--- config.mk ---
export PLATFORM = sky130hd
export DESIGN_NAME = interframe_timing_and_link_quality
export DESIGN_NICKNAME = d
export VERILOG_FILES = /design/src/design/ifs_timing_pkg.sv /design/src/design/link_quality_quantizer.sv /design/src/design/interframe_timing_and_link_quality.sv
export SDC_FILE = /design/constraint.sdc
export NUM_CORES = 1
export LEC_CHECK = 0
export BUFFER_PORTS_ARGS = -buffer_cell sky130_fd_sc_hd__buf_2
export CORE_ASPECT_RATIO = 0.75
export CORE_UTILIZATION = 65
export DETAILED_ROUTE_END_ITERATION = 10
export GPL_TIMING_DRIVEN = 0
export PLACE_DENSITY = 0.85
export SLEW_MARGIN = 20
export SYNTH_ARGS = -nofsm -noshare
export SYNTH_HDL_FRONTEND = slang
export SYNTH_SLANG_ARGS = --single-unit
--- constraint.sdc ---
create_clock -name clock -period 6.1 [get_ports clock]
set_clock_uncertainty 0.05 [all_clocks]
set_input_delay 0.305 -clock clock [delete_from_list [all_inputs] [get_ports clock]]
set_output_delay 0.305 -clock clock [all_outputs]
set_load 0.005 [all_outputs]
--- src/design/ifs_timing_pkg.sv ---
// holds the constants of the interframe timing and link quality block
// assumes a single 250 MHz clock shared by every design file
package ifs_timing_pkg;

    // --------------------------------------------------------------
    // clock and timing constants
    // --------------------------------------------------------------
    localparam int unsigned CLOCK_MHZ = 250;
    localparam int unsigned MIN_GAP_TIME_US = 2;         // burst mode gap
    localparam int unsigned SHORT_GAP_TIME_US = 10;      // normal mode gap
    localparam int unsigned SLOT_DURATION_US = 15;
    localparam int unsigned CHANNEL_ASSESS_TIME_US = 10;
    localparam int unsigned MIN_GAP_CYCLES = MIN_GAP_TIME_US * CLOCK_MHZ;
    localparam int unsigned SHORT_GAP_CYCLES = SHORT_GAP_TIME_US * CLOCK_MHZ;
    localparam int unsigned SLOT_CYCLES = SLOT_DURATION_US * CLOCK_MHZ;
    localparam int unsigned CHANNEL_ASSESS_CYCLES = CHANNEL_ASSESS_TIME_US * CLOCK_MHZ;
    // turnaround budget: strictly below the short gap
    localparam int unsigned TURNAROUND_CYCLES = SHORT_GAP_CYCLES - 1;
    localparam int unsigned COUNT_W = 12;

    // --------------------------------------------------------------
    // link quality code layout
    // --------------------------------------------------------------
    localparam int unsigned SNR_W = 8;                   // signed whole dB
    localparam int unsigned CODE_W = 8;
    localparam logic signed [SNR_W-1:0] SNR_MIN_DB = -8'sd10;
    localparam logic signed [SNR_W-1:0] SNR_MAX_DB = 8'sd40;
    localparam logic [CODE_W-1:0] CODE_UNSUPPORTED = 8'h00;
    localparam logic [CODE_W-1:0] CODE_LOWEST = 8'h01;
    localparam logic [CODE_W-1:0] CODE_HIGHEST = 8'h33;

endpackage : ifs_timing_pkg

--- src/design/link_quality_quantizer.sv ---
// maps a whole-dB mean SNR estimate to the link quality code
// assumes the estimate is already rounded to 1 dB steps upstream
`timescale 1ns/100ps
module link_quality_quantizer
    import ifs_timing_pkg::*;
(
    input wire logic signed [SNR_W-1:0] snr_db,
    input wire logic supported,
    output logic [CODE_W-1:0] code
);

    // --------------------------------------------------------------
    // clamp and offset
    // --------------------------------------------------------------
    // the offset keeps zero free for the unsupported marker
    always_comb begin
        if (!supported) begin
            code = CODE_UNSUPPORTED;                  // see RULE10
        end else if (snr_db <= SNR_MIN_DB) begin
            code = CODE_LOWEST;                       // see RULE9
        end else if (snr_db >= SNR_MAX_DB) begin
            code = CODE_HIGHEST;                      // see RULE9
        end else begin
            code = CODE_W'(snr_db - SNR_MIN_DB + 8'sd1); // see RULE8 see RULE12
        end
    end

endmodule : link_quality_quantizer

--- src/design/interframe_timing_and_link_quality.sv ---
// top of the interframe gap timer and the link quality coder
// assumes the scheduler and the baseband chain sit on the same clock
//
// Behaviour
// RULE1: normal mode gap between transmissions is exactly 10 us.
// RULE2: burst mode gap between transmissions is exactly 2 us.
// RULE3: gap is chosen only from the minimum and short values by mode.
// RULE4: slot 15 us and channel assessment 10 us are held as constants.
// RULE5: receive-to-transmit turnaround ends before the short gap elapses.
// RULE6: transmit-to-receive turnaround ends before the short gap elapses.
// RULE7: link quality comes from the mean post-FFT packet SNR estimate.
// RULE8: SNR quantised in 1 dB steps from -10 dB to +40 dB.
// RULE9: estimates outside the range clamp to the lowest or highest code.
// RULE10: without estimation support the field is all zeros.
// RULE11: the field carries either unsupported or the quantised estimate.
// RULE12: code 1 is -10 dB, 51 is +40 dB, above 51 never produced.
// RULE13: count cycles from end of transmission, release at the gap count.
`timescale 1ns/100ps
module interframe_timing_and_link_quality
    import ifs_timing_pkg::*;
(
    input wire logic clock,
    input wire logic rst,
    input wire logic burst_mode,
    input wire logic tx_end,
    input wire logic rx_end,
    input wire logic tx_request,
    input wire logic snr_valid,
    input wire logic signed [SNR_W-1:0] snr_db,
    input wire logic lq_supported,
    output logic tx_grant,
    output logic gap_busy,
    output logic rx_to_tx_ready,
    output logic tx_to_rx_ready,
    output logic slot_tick,
    output logic channel_assess_done,
    output logic lq_valid,
    output logic [CODE_W-1:0] link_quality_code
);

    typedef enum logic [1:0] {IDLE, GAP, READY} gap_state_e;

    // --------------------------------------------------------------
    // interframe gap timer
    // --------------------------------------------------------------
    gap_state_e state;
    gap_state_e next_state;
    logic [COUNT_W-1:0] gap_count;
    logic [COUNT_W-1:0] next_gap_count;
    logic [COUNT_W-1:0] gap_target;
    logic next_tx_grant;
    logic next_gap_busy;

    // mode is sampled at every count so a late mode change moves the target of the gap already running
    always_comb begin
        gap_target = burst_mode ? COUNT_W'(MIN_GAP_CYCLES)
                                : COUNT_W'(SHORT_GAP_CYCLES); // see RULE3
        next_state = state;
        next_gap_count = gap_count;
        next_tx_grant = 1'b0;
        next_gap_busy = gap_busy;
        case (state)
            IDLE: begin
                next_gap_busy = 1'b0;
                if (tx_end) begin
                    next_state = GAP;
                    next_gap_count = COUNT_W'(1);
                    next_gap_busy = 1'b1;
                end else if (tx_request) begin
                    next_tx_grant = 1'b1;
                end
            end
            GAP: begin
                // counting starts at the end of transmission; see RULE13
                if (gap_count >= gap_target - COUNT_W'(1)) begin
                    next_state = READY;               // see RULE1 see RULE2
                    next_gap_busy = 1'b0;
                end else begin
                    next_gap_count = gap_count + COUNT_W'(1);
                end
            end
            READY: begin
                // a request held through the gap is released on the exact boundary
                if (tx_end) begin
                    next_state = GAP;
                    next_gap_count = COUNT_W'(1);
                    next_gap_busy = 1'b1;
                end else if (tx_request) begin
                    next_tx_grant = 1'b1;             // see RULE13
                    next_state = IDLE;
                end
            end
            default: begin
                next_state = IDLE;
                next_gap_busy = 1'b0;
            end
        endcase
    end

    always_ff @(posedge clock or posedge rst) begin
        if (rst) begin
            state <= IDLE;
            gap_count <= '0;
            tx_grant <= 1'b0;
            gap_busy <= 1'b0;
        end else begin
            state <= next_state;
            gap_count <= next_gap_count;
            tx_grant <= next_tx_grant;
            gap_busy <= next_gap_busy;
        end
    end

    // --------------------------------------------------------------
    // turnaround timers
    // --------------------------------------------------------------
    logic [COUNT_W-1:0] rtg_count;
    logic [COUNT_W-1:0] next_rtg_count;
    logic [COUNT_W-1:0] ttg_count;
    logic [COUNT_W-1:0] next_ttg_count;
    logic next_rx_to_tx_ready;
    logic next_tx_to_rx_ready;

    // ready is reached one cycle under the short gap, keeping margin for the gap timer
    always_comb begin
        next_rtg_count = rtg_count;
        next_ttg_count = ttg_count;
        next_rx_to_tx_ready = rx_to_tx_ready;
        next_tx_to_rx_ready = tx_to_rx_ready;
        if (rx_end) begin
            next_rtg_count = COUNT_W'(1);
            next_rx_to_tx_ready = 1'b0;
        end else if (!rx_to_tx_ready) begin
            if (rtg_count >= COUNT_W'(TURNAROUND_CYCLES)) begin
                next_rx_to_tx_ready = 1'b1;           // see RULE5
            end else begin
                next_rtg_count = rtg_count + COUNT_W'(1);
            end
        end
        if (tx_end) begin
            next_ttg_count = COUNT_W'(1);
            next_tx_to_rx_ready = 1'b0;
        end else if (!tx_to_rx_ready) begin
            if (ttg_count >= COUNT_W'(TURNAROUND_CYCLES)) begin
                next_tx_to_rx_ready = 1'b1;           // see RULE6
            end else begin
                next_ttg_count = ttg_count + COUNT_W'(1);
            end
        end
    end

    always_ff @(posedge clock or posedge rst) begin
        if (rst) begin
            rtg_count <= '0;
            ttg_count <= '0;
            rx_to_tx_ready <= 1'b1;
            tx_to_rx_ready <= 1'b1;
        end else begin
            rtg_count <= next_rtg_count;
            ttg_count <= next_ttg_count;
            rx_to_tx_ready <= next_rx_to_tx_ready;
            tx_to_rx_ready <= next_tx_to_rx_ready;
        end
    end

    // --------------------------------------------------------------
    // slot and channel assessment timers
    // --------------------------------------------------------------
    logic [COUNT_W-1:0] slot_count;
    logic [COUNT_W-1:0] next_slot_count;
    logic [COUNT_W-1:0] cca_count;
    logic [COUNT_W-1:0] next_cca_count;
    logic next_slot_tick;
    logic next_channel_assess_done;

    // free-running slot divider; assessment window restarts at each end of receive or transmit
    always_comb begin
        next_slot_tick = 1'b0;
        next_slot_count = slot_count + COUNT_W'(1);
        if (slot_count >= COUNT_W'(SLOT_CYCLES - 1)) begin
            next_slot_count = '0;
            next_slot_tick = 1'b1;                    // see RULE4
        end
        next_cca_count = cca_count;
        next_channel_assess_done = channel_assess_done;
        if (rx_end || tx_end) begin
            next_cca_count = '0;
            next_channel_assess_done = 1'b0;
        end else if (!channel_assess_done) begin
            if (cca_count >= COUNT_W'(CHANNEL_ASSESS_CYCLES - 1)) begin
                next_channel_assess_done = 1'b1;      // see RULE4
            end else begin
                next_cca_count = cca_count + COUNT_W'(1);
            end
        end
    end

    always_ff @(posedge clock or posedge rst) begin
        if (rst) begin
            slot_count <= '0;
            cca_count <= '0;
            slot_tick <= 1'b0;
            channel_assess_done <= 1'b0;
        end else begin
            slot_count <= next_slot_count;
            cca_count <= next_cca_count;
            slot_tick <= next_slot_tick;
            channel_assess_done <= next_channel_assess_done;
        end
    end

    // --------------------------------------------------------------
    // link quality field
    // --------------------------------------------------------------
    logic [CODE_W-1:0] quant_code;
    logic [CODE_W-1:0] next_link_quality_code;
    logic next_lq_valid;

    link_quality_quantizer quantizer (
        .snr_db(snr_db),
        .supported(lq_supported),
        .code(quant_code)
    );

    // one code per packet estimate; the field holds until the next estimate
    always_comb begin
        next_lq_valid = snr_valid;
        next_link_quality_code = link_quality_code;
        if (snr_valid) begin
            next_link_quality_code = quant_code;      // see RULE7 see RULE11
        end
    end

    always_ff @(posedge clock or posedge rst) begin
        if (rst) begin
            lq_valid <= 1'b0;
            link_quality_code <= CODE_UNSUPPORTED;
        end else begin
            lq_valid <= next_lq_valid;
            link_quality_code <= next_link_quality_code;
        end
    end

endmodule : interframe_timing_and_link_quality

==> results.cfg <==
[placement]
place_ws_ns = 3.78
dp_cells = 563
place_area_sq_um = 4550
gp_congestion = 0.906
port_buffers = 30
hpwlAfterDp_mm = 6.30

[layout]
drive_above_1_share_pct = 12.9
diodes = 0
fin_nets = 522
design_area_sq_um = 4720
syn2layout_area_growth_pct = 10.6
stdcell_count = 579

[pwr]
p_leak_nw = 2.08
peakVddDrop_v = 0.000132
power_density_nw_per_um2 = 197

[cts]
root_buffer = clkbuf_8
clock-sinks = 77
cts.path.max_buffers = 2
path_clk_slew_ns = 0.07
cts_tree = built
clk_latency_ns = 0.34
post-cts-setup-buffers = 0
h-tree-depth = 3
cts_buffers = 9
cts-resized-gates = 0

[logic_synthesis]
ys_ff_latch = 77
synth_edf_count = 0
synth_cells = 451
synth_largest_area_cell = dfrtp_1
yosysSeqAreaShare_pct = 45.2
syn_area_per_cell_sq_um = 9.46
ys.flop_type = dfrtp_1
yosys.area.top_type_share_pct = 44.0
yosys_warnings = 0
async_flop_share_pct = 100
syn_area_sq_um = 4270
synthTopCellsByArea = dfrtp_1 (44%), a21oi_1 (4.8%), ha_1 (3.5%), mux2i_1 (2.6%), nand2_1 (2.5%)
synth.distinct_cells = 54
syn-num-nets = 479

[drt]
wirelength_mm = 8.82
vias = 3623
wire_per_inst_microns = 15.2
drt-vias-per-instance = 6.26
ant_nets = 0
drc = 0
firstDrtPassIters = 5
dr.first_iter.drc_count = 151

[critical_path]
worstPathCellList = or4_1, or3_1, clkbuf_1, a211oi_1, mux2_2
slowest_stage = or4_1
startpoint_type = register
cp-end-kind = register
max_stage_delay_ns = 0.59
critPathKind = register to register
cp_max_fo = 6
crit_arrival_ns = 2.54
worst-endpoint-required_ns = 6.28

[grt]
antenna_found_initial = 0
grt_max_degree = 57
grt_first_pass_wirelength_mm = 15.0
grt_util_met1_pct = 40.5
use_met3_pct = 7.34
grt_usage_pct = 27.8
overflow = 0
use_met2_pct = 42.1
grt_busiest_layer = met2
grt_pass1_vias = 3291

[min_path]
hp-class = input port to register

[floorplan]
num_rows = 25
die-area_sq_um = 6900
core_sq_um = 6320
start_util_pct = 67.5
io_pins = 31
dieHeight_microns = 72.2
die_width_microns = 95.6

[timing]
hold_viol_final = 0
fin_ws_ns = 3.74
tns_ns = 0
max-slew-margin-rel_pct = 65.0
slew_violations = 0
finalSetupViolCount = 0
max_freq_mhz = 424
worstMarginPinSlew_ns = 0.525
rsz0062_at_grt = no
period_minus_slack_ns = 2.36
min_period_over_period_pct = 38.7

[run_status]
status = completed

[flow_run]
drv_cap = 0
-- cell usage after synthesis, types with 6 or more instances --
library cell / count
nor2_1: 25
or4_1: 14
o22ai_1: 8
mux2_2: 8
a21oi_1: 41
clkbuf_1: 18
ha_1: 12
nand2_1: 28
mux2i_1: 11
nor2b_1: 14
xnor2_1: 7
nand3_1: 18
nand4_1: 16
o21ai_0: 16
nor4_1: 8
and3_1: 7
inv_1: 24
o31ai_1: 14
dfrtp_1: 75
or3_1: 11
nand2b_1: 8
nor3_1: 8
xor2_1: 6
-- stage by stage --
step	hold WS (ns)	util, %	total power [mW]
2_1_floorplan	0.286	-	0.585
4_1_cts	0.0273	74.7	0.942
5_1_grt	0.0373	74.7	0.971
6_report	0.0416	74.7	0.930
3_5_place_dp	0.237	72.0	0.614
3_3_place_gp	0.390	71.5	0.608
-- where the power goes --
part | internal, mW | switching (mW) | leakage, nW
Sequential | 0.520 | 0.00893 | 1.01
Combinational | 0.0294 | 0.0458 | 0.993
Clock | 0.156 | 0.170 | 0.0833
Total | 0.705 | 0.225 | 2.08
-- per-layer routing --
layer | up-vias | wire length, microns
met3 | 6 | 484
met5 | - | 0
li1 | 1763 | -
met1 | 1732 | 4160
met2 | 122 | 4110
met4 | 0 | 65
-- cell families (layout without fill, tap and decap cells) --
kind of cell,count (synthesis),count (layout),share of synthesized area [%]
simple gates,179,179,23.9
compound gates,107,107,16.0
flops,77,77,45.2
buf+inv,44,91,4.08
mux,19,19,4.69
xor+xnor,13,13,2.67
fa+ha+maj,12,12,3.52
-- flip-flops by register name (all words and copies together), names as in the netlist --
signal / cells
cca_count: 12
gap_count: 12
rtg_count: 12
slot_count: 12
ttg_count: 12
link_quality_code: 8
state: 2
channel_assess_done: 1
gap_busy: 1
lq_valid: 1
rx_to_tx_ready: 1
slot_tick: 1
tx_grant: 1
tx_to_rx_ready: 1
-- what timing repair did --
action                                 4_1_cts  5_1_grt
hold buffers                                 1        0
endpoints found under the hold margin       19        0
setup endpoints to repair                    0        0
-- cell usage in the layout, fill, tap and decap left out, types with 6 or more instances in the layout --
cell	count
o31ai_1	14
clkbuf_8	10
nor2_1	25
buf_2	31
nand2b_1	8
xor2_1	6
inv_1	23
nor4_1	8
mux2i_1	11
nor2b_1	14
nor3_1	8
ha_1	12
o21ai_0	16
and3_1	7
dfrtp_1	75
o22ai_1	8
or3_1	11
nand4_1	16
or4_1	14
xnor2_1	7
nand3_1	18
mux2_2	8
clkbuf_1	21
nand2_1	28
a21oi_1	41
-- worst max-delay path, delay by kind of cell (launching register included) --
family,cells,cell delay [ns]
buf+inv,1,0.16
simple gates,2,0.95
mux,1,0.37
flops,1,0.42
compound gates,1,0.30
-- path summary, 6_finish.rpt --
path                       cells past startpoint  slack (ns)                  endpoint                     start
max                                            5        3.74  ttg_count[7]$_DFFE_PP0P_  ttg_count[4]$_DFFE_PP0P_
min                                            1        0.04        lq_valid$_DFF_PP0_                 snr_valid
max reg2reg                                    5        3.74  ttg_count[7]$_DFFE_PP0P_  ttg_count[4]$_DFFE_PP0P_
min reg2reg                                    1        0.45  gap_count[0]$_DFFE_PP0P_  gap_count[0]$_DFFE_PP0P_
max in group asynchronous                      4        5.00   slot_count[7]$_DFF_PP0_                       rst
min in group asynchronous                      3        0.43  rtg_count[0]$_DFFE_PP0P_                       rst
-- cell type report --
cell class	count	area, sq um
plain buffers	20	83.8
clock buffers	13	149
clock inverters	2	10.0
fillers	464	1600
inverters	24	92.6
multi-input cells	330	2160
flip-flops and latches	77	1930
well taps	81	101
repair buffers	32	188
No activity file was read; power rests on OpenSTA's default activity.
